<file path="config.mk">
export PLATFORM = sky130hd
export DESIGN_NAME = lee_enhance
export DESIGN_NICKNAME = d
export VERILOG_FILES = /design/src/core/lee_pkg.sv /design/src/core/lee_enhance.sv
export VERILOG_INCLUDE_DIRS = /design/src /design/src/core
export SDC_FILE = /design/constraint.sdc
export NUM_CORES = 2
export LEC_CHECK = 0
export ABC_AREA = 1
export BUFFER_PORTS_ARGS = -buffer_cell sky130_fd_sc_hd__buf_2
export CORE_MARGIN = 2
export CORE_UTILIZATION = 30
export DETAILED_ROUTE_END_ITERATION = 7
export HOLD_SLACK_MARGIN = 0.08
export PLACE_DENSITY = 0.5
export REMOVE_ABC_BUFFERS = 1
export SLEW_MARGIN = 20
export SYNTH_ARGS = -nofsm -noshare
export SYNTH_HDL_FRONTEND = slang
export SYNTH_SLANG_ARGS = --single-unit
</file>
<file path="constraint.sdc">
create_clock -name aclk -period 25.8 [get_ports aclk]
set_input_delay 0 -clock aclk [delete_from_list [all_inputs] [get_ports aclk]]
set_output_delay 0 -clock aclk [all_outputs]
set_load 0.1 [all_outputs]
</file>
<file path="src/core/lee_defs.svh">
// Register map, field positions, reset values and numeric limits of the luma edge enhancer
`ifndef LEE_DEFS_SVH
`define LEE_DEFS_SVH
// ----------------------------------------
// Register byte offsets and the address bit that selects the coefficient banks
// ----------------------------------------
`define LEE_A_CTRL     12'h000
`define LEE_A_CORE     12'h004
`define LEE_A_SLOPE    12'h008
`define LEE_A_GAIN     12'h00C
`define LEE_A_OUTSZ    12'h010
`define LEE_A_INSZ     12'h014
`define LEE_A_RSZ      12'h018
`define LEE_A_PHASE    12'h01C
`define LEE_A_STAT     12'h020
`define LEE_A_LINE     12'h024
`define LEE_COEF_BIT   8
// ----------------------------------------
// Field positions
// ----------------------------------------
`define LEE_F_EN       0
`define LEE_F_FIVE     1
`define LEE_F_V7       2
`define LEE_F_VLO      16
// ----------------------------------------
// Reset values
// ----------------------------------------
`define LEE_R_CORE     8'h00
`define LEE_R_SLOPE    4'h1
`define LEE_R_GAIN     8'h10
`define LEE_R_SIZE     12'h000
`define LEE_R_RSZ      11'h100
// ----------------------------------------
// Limits and arithmetic constants
// ----------------------------------------
`define LEE_MAXW_V4    12'h500
`define LEE_MAXW_V7    12'h280
`define LEE_RSZ_MIN    11'h040
`define LEE_RSZ_MAX    11'h400
`define LEE_RSZ_4PH    11'h200
`define LEE_HPF_MAX    9'sh0FF
`define LEE_HPF_MIN    9'sh100
`define LEE_TRIM       12'h004
`define LEE_FIRST_IDX  12'h004
`define LEE_ROUND      17'sh00008
`define LEE_SHIFT      4
`define LEE_Y_MAX      8'hFF
`define LEE_SZ4_MUL    32'h20
`define LEE_SZ4_RND    32'h10
`define LEE_SZ7_MUL    32'h40
`define LEE_SZ7_RND    32'h20
`define LEE_SZ_FRAC    8
`define LEE_SZ_ADD7    12'h007
`define LEE_SZ_ADD4    12'h004
`endif

</file>
<file path="src/core/lee_pkg.sv">
// Types shared by the luma edge enhancer
package lee_pkg;
	// One stream sample: luma, its chroma, line start and line end
	typedef struct packed {
		logic [7:0] luma;
		logic [7:0] chroma;
		logic       sol;
		logic       eol;
	} lee_pix_t;
	// Software control word
	typedef struct packed {
		logic v7;
		logic five;
		logic en;
	} lee_ctrl_t;
endpackage

</file>
<file path="src/core/lee_enhance.sv">
// Luma edge enhancer with trimming, sizing checks, coefficient banks and AXI4-Lite registers
`timescale 1ns/1ps
`include "lee_defs.svh"
module lee_enhance #(
	parameter int COEF_N = 32,
	parameter int AW     = 12
) (
	// Clock and reset
	input  wire logic            aclk,
	input  wire logic            aresetn,
	// AXI4-Lite write address and data
	input  wire logic [AW-1:0]   s_axi_awaddr,
	input  wire logic            s_axi_awvalid,
	output logic                 s_axi_awready,
	input  wire logic [31:0]     s_axi_wdata,
	input  wire logic [3:0]      s_axi_wstrb,
	input  wire logic            s_axi_wvalid,
	output logic                 s_axi_wready,
	// AXI4-Lite write response
	output logic [1:0]           s_axi_bresp,
	output logic                 s_axi_bvalid,
	input  wire logic            s_axi_bready,
	// AXI4-Lite read
	input  wire logic [AW-1:0]   s_axi_araddr,
	input  wire logic            s_axi_arvalid,
	output logic                 s_axi_arready,
	output logic [31:0]          s_axi_rdata,
	output logic [1:0]           s_axi_rresp,
	output logic                 s_axi_rvalid,
	input  wire logic            s_axi_rready,
	// Horizontally resized samples in
	input  wire logic            in_valid,
	input  wire lee_pkg::lee_pix_t in_pix,
	// Samples toward the line memories
	output logic                 out_valid,
	output lee_pkg::lee_pix_t    out_pix
);
	import lee_pkg::*;

	// ----------------------------------------
	// Elaboration checks
	// ----------------------------------------
	// Bank indexing below assumes 32 entries and a map that fits the address
	if (COEF_N != 32 || AW < 12) begin : g_chk
		$error("lee_enhance: COEF_N must be 32 and AW at least 12");
	end

	// ----------------------------------------
	// Register state
	// ----------------------------------------
	lee_ctrl_t   ctrl_q;                  // Enable, kernel select, seven-tap sizing mode
	logic [7:0]  core_q;                  // Coring threshold
	logic [3:0]  gain_slope_q;            // Slope of gain curve
	logic [7:0]  gain_q;                  // Gain ceiling
	logic [11:0] ow_q, oh_q;              // Final output size
	logic [11:0] iw_q, ih_q;              // Programmed input size
	logic [10:0] hrsz_q, vrsz_q;          // Resize factors
	logic [2:0]  sph_q, spv_q;            // Starting phases
	logic [9:0]  coef_q [2][COEF_N];      // Coefficient banks, [0] horizontal
	logic [5:0]  stat_q;                  // Live status word
	logic [11:0] line_len_q;              // Length of last input line
	logic        hang_q;                  // Sticky size fault

	// Sizing equation shared by both directions
	function automatic logic [11:0] lee_size(input logic seven, input logic vert,
		input logic [2:0] sp, input logic [11:0] o, input logic [10:0] f);
		logic [31:0] acc;
		if (seven)
			acc = `LEE_SZ7_MUL * 32'(sp) + (32'(o) - 32'h1) * 32'(f) + `LEE_SZ7_RND;
		else
			acc = `LEE_SZ4_MUL * 32'(sp) + (32'(o) - 32'h1) * 32'(f) + `LEE_SZ4_RND;
		lee_size = 12'(acc >> `LEE_SZ_FRAC) + ((vert && !seven) ? `LEE_SZ_ADD4 : `LEE_SZ_ADD7);
	endfunction

	// Clamp a written factor into the legal span
	function automatic logic [10:0] lee_rsz(input logic [10:0] v);
		lee_rsz = (v < `LEE_RSZ_MIN) ? `LEE_RSZ_MIN : (v > `LEE_RSZ_MAX) ? `LEE_RSZ_MAX : v;
	endfunction

	// Register read view; reads module state directly
	function automatic logic [32:0] reg_word(input logic [AW-1:0] a);
		logic [31:0] w;
		logic        hit;
		w   = 32'h0;
		hit = 1'b1;
		if (a[`LEE_COEF_BIT] && a[AW-1:`LEE_COEF_BIT+1] == '0)
			w = 32'(signed'(coef_q[a[7]][a[6:2]]));
		else
			case (a)
				`LEE_A_CTRL:  w = 32'(ctrl_q);
				`LEE_A_CORE:  w = 32'(core_q);
				`LEE_A_SLOPE: w = 32'(gain_slope_q);
				`LEE_A_GAIN:  w = 32'(gain_q);
				`LEE_A_OUTSZ: w = {4'h0, oh_q, 4'h0, ow_q};
				`LEE_A_INSZ:  w = {4'h0, ih_q, 4'h0, iw_q};
				`LEE_A_RSZ:   w = {5'h00, vrsz_q, 5'h00, hrsz_q};
				`LEE_A_PHASE: w = {13'h0000, spv_q, 13'h0000, sph_q};
				`LEE_A_STAT:  w = 32'(stat_q);
				`LEE_A_LINE:  w = 32'(line_len_q);
				default:      hit = 1'b0;
			endcase
		reg_word = {hit, w};
	endfunction

	// ----------------------------------------
	// AXI4-Lite write channel
	// ----------------------------------------
	logic [AW-1:0] aw_addr_q;             // Held write address
	logic [31:0]   w_data_q;              // Held write data
	logic [3:0]    w_strb_q;              // Held byte enables
	logic          wr_go;                 // Both halves held, no response pending
	logic [32:0]   wr_old;                // Current word at the write address
	logic [31:0]   wr_val;                // Merged word after byte enables

	assign wr_go  = !s_axi_awready && !s_axi_wready && !s_axi_bvalid;
	// Process form, so the view follows register changes and not only the address
	always_comb wr_old = reg_word(aw_addr_q);
	always_comb begin
		for (int b = 0; b < 4; b++) begin
			wr_val[b*8 +: 8] = w_strb_q[b] ? w_data_q[b*8 +: 8] : wr_old[b*8 +: 8];
		end
	end

	// Address and data are taken in either order, response after both
	always_ff @(posedge aclk) begin
		if (!aresetn) begin
			s_axi_awready <= 1'b1;
			s_axi_wready  <= 1'b1;
			s_axi_bvalid  <= 1'b0;
			s_axi_bresp   <= 2'h0;
			aw_addr_q     <= '0;
			w_data_q      <= 32'h0;
			w_strb_q      <= 4'h0;
		end else begin
			// Capture address
			if (s_axi_awvalid && s_axi_awready) begin
				aw_addr_q     <= s_axi_awaddr;
				s_axi_awready <= 1'b0;
			end
			// Capture data
			if (s_axi_wvalid && s_axi_wready) begin
				w_data_q     <= s_axi_wdata;
				w_strb_q     <= s_axi_wstrb;
				s_axi_wready <= 1'b0;
			end
			// Answer; unmapped addresses get SLVERR
			if (wr_go) begin
				s_axi_bvalid <= 1'b1;
				s_axi_bresp  <= wr_old[32] ? 2'h0 : 2'h2;
			end else if (s_axi_bvalid && s_axi_bready) begin
				s_axi_bvalid  <= 1'b0;
				s_axi_awready <= 1'b1;
				s_axi_wready  <= 1'b1;
			end
		end
	end

	// Register updates from software
	always_ff @(posedge aclk) begin
		if (!aresetn) begin
			ctrl_q       <= '0;
			core_q       <= `LEE_R_CORE;
			gain_slope_q <= `LEE_R_SLOPE;
			gain_q       <= `LEE_R_GAIN;
			ow_q         <= `LEE_R_SIZE;
			oh_q         <= `LEE_R_SIZE;
			iw_q         <= `LEE_R_SIZE;
			ih_q         <= `LEE_R_SIZE;
			hrsz_q       <= `LEE_R_RSZ;
			vrsz_q       <= `LEE_R_RSZ;
			sph_q        <= 3'h0;
			spv_q        <= 3'h0;
		end else if (wr_go && wr_old[32] && !aw_addr_q[`LEE_COEF_BIT]) begin
			case (aw_addr_q)
				`LEE_A_CTRL:  ctrl_q       <= lee_ctrl_t'(wr_val[2:0]);
				`LEE_A_CORE:  core_q       <= wr_val[7:0];
				`LEE_A_SLOPE: gain_slope_q <= wr_val[3:0];
				`LEE_A_GAIN:  gain_q       <= wr_val[7:0];
				`LEE_A_OUTSZ: begin
					ow_q <= wr_val[11:0];
					oh_q <= wr_val[`LEE_F_VLO +: 12];
				end
				`LEE_A_INSZ: begin
					iw_q <= wr_val[11:0];
					ih_q <= wr_val[`LEE_F_VLO +: 12];
				end
				`LEE_A_RSZ: begin
					hrsz_q <= lee_rsz(wr_val[10:0]);
					vrsz_q <= lee_rsz(wr_val[`LEE_F_VLO +: 11]);
				end
				`LEE_A_PHASE: begin
					sph_q <= wr_val[2:0];
					spv_q <= wr_val[`LEE_F_VLO +: 3];
				end
				default: ;
			endcase
		end
	end

	// Coefficient banks; no reset, software loads them before use
	always_ff @(posedge aclk) begin
		// 32 entries per direction, 10-bit signed
		if (wr_go && wr_old[32] && aw_addr_q[`LEE_COEF_BIT])
			coef_q[aw_addr_q[7]][aw_addr_q[6:2]] <= wr_val[9:0];
	end

	// ----------------------------------------
	// AXI4-Lite read channel
	// ----------------------------------------
	logic [32:0] rd_word;                 // Word at the read address
	// Process form: a repeated read of one address must still see fresh status
	always_comb rd_word = reg_word(s_axi_araddr);

	// One read at a time, data one edge after the address
	always_ff @(posedge aclk) begin
		if (!aresetn) begin
			s_axi_arready <= 1'b1;
			s_axi_rvalid  <= 1'b0;
			s_axi_rdata   <= 32'h0;
			s_axi_rresp   <= 2'h0;
		end else if (s_axi_arvalid && s_axi_arready) begin
			s_axi_arready <= 1'b0;
			s_axi_rvalid  <= 1'b1;
			s_axi_rdata   <= rd_word[31:0];
			s_axi_rresp   <= rd_word[32] ? 2'h0 : 2'h2;
		end else if (s_axi_rvalid && s_axi_rready) begin
			s_axi_rvalid  <= 1'b0;
			s_axi_arready <= 1'b1;
		end
	end

	// ----------------------------------------
	// Status: sizing checks and phase mode
	// ----------------------------------------
	always_ff @(posedge aclk) begin
		if (!aresetn) begin
			stat_q <= 6'h00;
		end else begin
			stat_q[0] <= ow_q > (ctrl_q.v7 ? `LEE_MAXW_V7 : `LEE_MAXW_V4);
			stat_q[1] <= iw_q == lee_size(ctrl_q.v7, 1'b0, sph_q, ow_q, hrsz_q);
			stat_q[2] <= ih_q == lee_size(ctrl_q.v7, 1'b1, spv_q, oh_q, vrsz_q);
			stat_q[3] <= hang_q;
			stat_q[4] <= hrsz_q > `LEE_RSZ_4PH;
			stat_q[5] <= vrsz_q > `LEE_RSZ_4PH;
		end
	end

	// ----------------------------------------
	// Input delay line and line tracking
	// ----------------------------------------
	lee_pix_t    tap_q [5];               // tap_q[0] newest, tap_q[2] centre
	logic        s1_valid_q;              // Delay line advanced last edge
	logic [11:0] idx_q;                   // Index of tap_q[0] within its line
	logic [11:0] cnt_q;                   // Samples seen in current line
	logic        line_enh_q;              // Enable latched at line start
	logic        line_five_q;             // Kernel latched at line start

	// Shift in samples; enable and kernel changes only take effect at a line start
	always_ff @(posedge aclk) begin
		if (!aresetn) begin
			for (int i = 0; i < 5; i++)
				tap_q[i] <= '0;
			s1_valid_q  <= 1'b0;
			idx_q       <= 12'h000;
			cnt_q       <= 12'h000;
			line_enh_q  <= 1'b0;
			line_five_q <= 1'b0;
			line_len_q  <= 12'h000;
		end else begin
			s1_valid_q <= in_valid;
			if (in_valid) begin
				tap_q[0] <= in_pix;
				for (int i = 1; i < 5; i++)
					tap_q[i] <= tap_q[i-1];
				idx_q <= in_pix.sol ? 12'h000 : cnt_q;
				cnt_q <= in_pix.sol ? 12'h001 : cnt_q + 12'h001;
				if (in_pix.sol) begin
					line_enh_q  <= ctrl_q.en;
					line_five_q <= ctrl_q.five;
				end
				if (in_pix.eol)
					line_len_q <= in_pix.sol ? 12'h001 : cnt_q + 12'h001;
			end
		end
	end

	// Size fault: only a subsystem reset clears it
	always_ff @(posedge aclk) begin
		if (!aresetn)
			hang_q <= 1'b0;
		// enhanced lines carry four extra samples
		else if (s1_valid_q && tap_q[0].eol &&
			idx_q + 12'h001 != (line_enh_q ? ow_q + `LEE_TRIM : ow_q))
			hang_q <= 1'b1;
	end

	// ----------------------------------------
	// Enhancement arithmetic on the centre sample
	// ----------------------------------------
	logic signed [11:0] hp4_c;            // Detail times four
	logic signed [10:0] hp_c;             // Detail before clamp
	logic signed [8:0]  hpc_c;            // Clamped detail
	logic signed [9:0]  cored_c;          // Magnitude minus coring threshold
	logic signed [14:0] gprod_c;          // Cored value times slope
	logic [7:0]         gain_c;           // Clamped gain
	logic signed [16:0] det_c;            // Detail times gain
	logic signed [12:0] dsh_c;            // Rounded and shifted detail
	logic signed [13:0] ysum_c;           // Luma plus detail
	logic [7:0]         yenh_c;           // Enhanced luma

	always_comb begin
		if (line_five_q)
			hp4_c = 12'sd6 * $signed({4'h0, tap_q[2].luma})
				- 12'sd2 * ($signed({4'h0, tap_q[1].luma}) + $signed({4'h0, tap_q[3].luma}))
				- ($signed({4'h0, tap_q[0].luma}) + $signed({4'h0, tap_q[4].luma}));
		else
			hp4_c = 12'sd4 * $signed({4'h0, tap_q[2].luma})
				- 12'sd2 * ($signed({4'h0, tap_q[1].luma}) + $signed({4'h0, tap_q[3].luma}));
		hp_c = 11'(hp4_c >>> 2);
		if (hp_c > 11'(`LEE_HPF_MAX))
			hpc_c = `LEE_HPF_MAX;
		else if (hp_c < 11'(`LEE_HPF_MIN))
			hpc_c = `LEE_HPF_MIN;
		else
			hpc_c = 9'(hp_c);
		cored_c = (hpc_c < 0 ? -10'(hpc_c) : 10'(hpc_c)) - $signed({2'h0, core_q});
		gprod_c = 15'(cored_c) * $signed({11'h000, gain_slope_q});
		if (gprod_c < 0)
			gain_c = 8'h00;
		else if (gprod_c > $signed({7'h00, gain_q}))
			gain_c = gain_q;
		else
			gain_c = 8'(gprod_c);
		det_c  = 17'(hpc_c) * $signed({9'h000, gain_c});
		dsh_c  = 13'((det_c + `LEE_ROUND) >>> `LEE_SHIFT);
		ysum_c = $signed({6'h00, tap_q[2].luma}) + 14'(dsh_c);
		if (ysum_c < 0)
			yenh_c = 8'h00;
		else if (ysum_c > $signed({6'h00, `LEE_Y_MAX}))
			yenh_c = `LEE_Y_MAX;
		else
			yenh_c = 8'(ysum_c);
	end

	// ----------------------------------------
	// Output stage
	// ----------------------------------------
	// Trimmed lines drop the outer pairs; a hung block forwards nothing
	always_ff @(posedge aclk) begin
		if (!aresetn) begin
			out_valid <= 1'b0;
			out_pix   <= '0;
		end else if (line_enh_q) begin
			out_valid <= s1_valid_q && !hang_q && idx_q >= `LEE_FIRST_IDX;
			// enhanced luma, chroma kept with its sample
			out_pix   <= '{luma: yenh_c, chroma: tap_q[2].chroma,
				sol: idx_q == `LEE_FIRST_IDX, eol: tap_q[0].eol};
		end else begin
			out_valid <= s1_valid_q && !hang_q;
			out_pix   <= tap_q[0];
		end
	end
endmodule

</file>
Word-level counts from Yosys, hierarchy flattened
Memory sizes are Yosys's and may differ from the RTL's. A register that Yosys moved wholly into a read port is not among the register bits.
Index checks and enable logic that the tools add are counted.

storage, ports and cells
  bits in registers = 249
  RAM bits = 730
  bits of input ports = 86
  output and inout bits = 60
  word-level logic and storage cells = 226
  memories kept = 2

memories
  memory  depth  width  rd ports  clocked after memory_dff  wr ports  RTL line            RTL
  coef_q  2      320    2         1                         1         lee_enhance.sv:59   logic [9:0] coef_q [2][COEF_N];
  tap_q   5      18     5         0                         5         lee_enhance.sv:251  lee_pix_t tap_q [5];

cells by class
  add/sub/neg operators = 24
  multipliers = 5
  $lt $le $gt $ge = 18
  equality and inequality tests = 22
  muxes and demuxes = 70
  bitwise logic cells = 7
  reduce and logical (&&, ||, !) cells = 40

operator list
  kind                   count
  $pmux 28 s10           2
  $mux 320               1
  $mux 18                6
  $bmux 10 s5            2
  $eq 12x5->1 const B    8
  $add 20x6->20 const B  4
  $add 9x20->20          4
  $mux 20                4
  $mux 10                6
  $mux 11                5
  $demux 10 s5           1
  $eq 12x4->1 const B    4
  $eq 12x6->1 const B    4
  $mux 12                4
  $mux 8                 6
  $mul 13x12->20         2
  $eq 12x3->1 const B    3
  $mux 32                1
  $mux 28                1
  $sub 12x1->13 const B  2
  $add 12x1->12 const B  2
  $add 12x3->12 const B  2
  $eq 12x12->1           2
  $logic_not 12->1       2
  other kinds (39)       108

Depth between registers and ports, before layout
An unclocked memory read counts as a cell.

  depth after elaboration = 22
  mapped depth = 99
  depth with buffers taken out = 98

Worst setup path before layout
OpenSTA, ideal clock, no wires.

  path kind = register -> register
  start = mem tap_q[0][10] in the netlist's numbering
  end = reg out_pix[13] in the netlist's numbering
  setup time = 0.133 ns
  arrival time = 13.592 ns
  data required time = 25.667 ns
  slack = 12.075 ns
  cell stages (with the launch flop) = 89
  path buffers = 2
  period minus slack after synthesis = 13.725 ns
  cell sequence = edfxtp_1 ha_1 fa_1 nand3_1 nand2_1 nand2_1 nand2_1 a21oi_1 inv_1 a21oi_1 o21bai_1 fa_1 inv_1 ha_1 nand2_1 nor2_1 a211oi_2 nand3_1 [53 not listed] o21ai_0 a21oi_1 nand2_2 xor2_1 ha_1 inv_1 o21bai_1 nand2_1 nand2_1 nand3_2 o21ai_1 nand2_2 nor2_4 nand2_4 nand2_4 nand2_1 nand2_1 a21oi_2

RTL lines
  what                  RTL line            RTL
  start, declared       lee_enhance.sv:251
  end signal, assigned  lee_enhance.sv:356  out_pix <= '{luma: yenh_c, chroma: tap_q[2].chroma,
  end signal, assigned  lee_enhance.sv:360  out_pix <= tap_q[0];
  end, declared         lee_enhance.sv:36   output lee_pkg::lee_pix_t out_pix

==> qor.txt <==
DRC Markers - 0
CP Launch Type - flip-flop
Synth area leader - edfxtp_1
fmax - 62.0 MHz
io pins - 146
Worst-Margin Slew - 1.13 ns
initial antenna violation count - 12
Synth Cell Area - 0.0614 mm²
number of routed nets with antenna violations - 0
post-DR vias/cell - 5.19
Synth top area share - 0.345
CP most frequent cell - nand2_1
FF-to-FF path depth - 85
Avg Inst Size Synth - 8.80 µm²
CTS max path bufs - 3
cell count along the critical path - 85
Setup WS pre-CTS - 9.55 ns
Die Wd - 456 µm
CTS tree - done
WL final - 215 mm
WP data arrival - 16.73 ns
Rows - 166
vias in the first global route - 49600
PD cells - 68.2 mW/mm²
Num CTS Buffers - 104
Synth Instances - 6976
Seq/Total Area, Yosys - 0.422
EDFF count, synth - 706
initial drt markers - 4557
placed insts - 9591
worst path buffer plus inverter count - 11
CTS root buf - clkbuf_16
DR top layer - met5
TritonRoute pass-1 iters - 6
placed cell area - 0.0654 mm²
Yosys cell types - 74
YS warnings - 0
#FFs+latches synth - 943
Clock transition at path regs - 0.06 ns
simple-gate share of the synthesized area - 0.110
chip height - 456 µm
initial core utilization - 0.301
Crit path largest cell delay - 0.53 ns
NumNets Final - 7749
post-synthesis compound-gate area fraction - 0.195
Hold Fails Final Rpt - 0
cell family with most CP delay - adder cells
post-route cell area - 0.0700 mm²
share of cells above drive strength 1 - 0.0800
WS Path Type - reg2reg
CP max stage cell - nor2_1
Final period util - 0.625
maxcap violations - 0
wire length on met1 - 90.3 mm
Die ar. - 0.208 mm²
Core ar. - 0.204 mm²
worst hold path depth - 4
Worst-Skew Late Latency - 0.80 ns
Routed WL per cell - 21.7 µm
CP Data Required Time - 26.40 ns
H-Tree Depth - 3
setup violation total in the final timing report - 0
Slew HR - 0.238
filler instances - 20900
Crit. End Element - flip-flop
post-synthesis adder-cell area fraction - 0.148
worst hold slack - 0.122 ns
max-slew violations - 0
gr usage total - 0.202
Post-synth top flop - edfxtp_1
outcome - finished clean
met3 wire len - 13.8 mm
HP Class - in2reg
Worst Skew - 0.0896 ns
XOR/XNOR Fraction of Synth Area - 0.0274
Final HPWL DP - 147 mm
Tmin final - 16.13 ns
RSZ-0062 raised after global routing - no
crit path max fanout - 11
Leak - 0.0280 µW
Post-synth ARST share - 0
top cells by area, synth - edfxtp_1 (35%), fa_1 (9.9%), dfxtp_1 (7.7%)
main combinational cell family by area after synthesis - compound AO/OA/AOI/OAI gates
I/O Buffers - 135
met2 routed WL - 101 mm
setup ws final - 9.67 ns
Finished Layout Cells - 9899
first-pass GRT wire length - 319 mm
Setup Total Neg Slack - 0 ns
Worst IR Drop VDD - 0.0000619 V
largest net degree at the start of global routing - 150
vias after detailed routing - 51400
clk sinks - 943
area grow syn2layout - 13.9%
post-synthesis mux area share - 0.000183
gp weighted congestion - 0.923
grt total ovfl - 0
[layout make-up]
type / count / area, µm² / share of cell area
clock inverters: 44 / 528 / 0.00755
flip-flops and latches: 943 / 25900 / 0.371
inverters: 1188 / 4480 / 0.0640
well taps: 2688 / 3360 / 0.0481
clock buffers: 154 / 2950 / 0.0422
diodes: 3 / 7.51 / 0.000107
multi-input cells: 4486 / 29700 / 0.425
repair buffers: 393 / 2970 / 0.0424
[stage by stage]
step | util | total power (µW)
after floorplan | - | 2840
after global placement | 0.320 | 3250
after detailed placement | 0.320 | 3260
after CTS | 0.343 | 4810
after global routing | 0.343 | 5060
final | 0.343 | 4770
[logic make-up after synthesis]
| kind of cell | Yosys count |
|---|---|
| AO/OA/AOI/OAI | 2147 |
| multiplexers | 1 |
| adder cells (fa/ha/maj) | 547 |
| AND/OR/NAND/NOR | 1598 |
| other | 1 |
| XOR/XNOR | 191 |
| buffers and inverters | 1548 |
| flip-flops | 943 |
[cell usage in the layout (no fill, tap or decap), drive strengths merged, types with 15 or more instances in the layout]
cell type    instances
fa                 303
clkinv              49
xor2               125
edfxtp             706
o211ai              80
o2111ai             19
a41oi              101
o21ai              868
inv               1172
dfxtp              237
buf                286
nor4                25
o22ai               93
or2                 17
nand2              618
a221oi              21
nor3               107
clkbuf             154
xnor2               66
nand3              127
nand4               41
ha                 244
o31ai               15
dlygate4sd3        107
nor2               651
a21oi              858
[registers in the layout, indices dropped and copies added, names as in the netlist, 4 cells and up, named ones only]
signal	count
cnt_q	12
vrsz_q	11
tap_q	66
gain_slope_q	4
idx_q	12
w_data_q	24
oh_q	12
ih_q	12
line_len_q	12
aw_addr_q	12
gain_q	8
iw_q	12
core_q	8
ow_q	12
coef_q	640
stat_q	6
hrsz_q	11
out_pix	18
w_strb_q	4
s_axi_rdata	25
[tightest hold or removal path, delay by kind of cell]
kind / cells / cell delay (ns)
AOI/OAI and AO/OA: 1 / 0.10
buffers and inverters: 2 / 0.61
and+or+nand+nor: 1 / 0.09
[per-layer routing]
layer | global-route usage | vias to the layer above
met4 | 0.0888 | 2
met1 | 0.263 | 25100
met3 | 0.0231 | 375
met2 | 0.336 | 1943
li1 | - | 24000
met5 | 0 | -
[synth_stat cells (10+ instances only)]
library cell,instances
clkinv_1,22
nand2_2,15
o2111ai_1,19
buf_2,44
nor2_2,14
nor3_1,104
a221oi_1,21
buf_1,32
o211ai_1,79
o21ai_0,859
o21bai_1,11
nand3_2,10
nand4_1,40
clkbuf_1,273
nor4_1,25
buf_4,10
a211oi_1,10
nand2_1,597
or2_2,14
nor2_1,635
nand3_1,115
fa_1,303
o31ai_1,13
edfxtp_1,706
inv_1,1157
a41oi_1,101
xnor2_1,65
xor2_1,125
dfxtp_1,237
ha_1,244
a21oi_1,852
o22ai_1,93
[repair_timing]
| item | 4_1_cts | 5_1_grt |
|---|---|---|
| hold endpoints to repair | 185 | 0 |
| hold buffers | 107 | 0 |
| resized for setup | 0 | 0 |
| setup buffers | 0 | 0 |
[path summary, 6_finish.rpt]
kind,start,end,slack (ns)
hold reg to reg,w_data_q[10],w_data_q[10],0.45
setup reg to reg,tap_q[0][10],out_pix[12],9.67
setup / recovery,tap_q[0][10],out_pix[12],9.67
hold / removal,s_axi_wdata[0],w_data_q[0],0.12
[power breakdown]
group	internal [µW]	switching, µW
Sequential	1670	17.7
Clock	859	672
Combinational	500	1050
(Power assumes the default switching activity.)
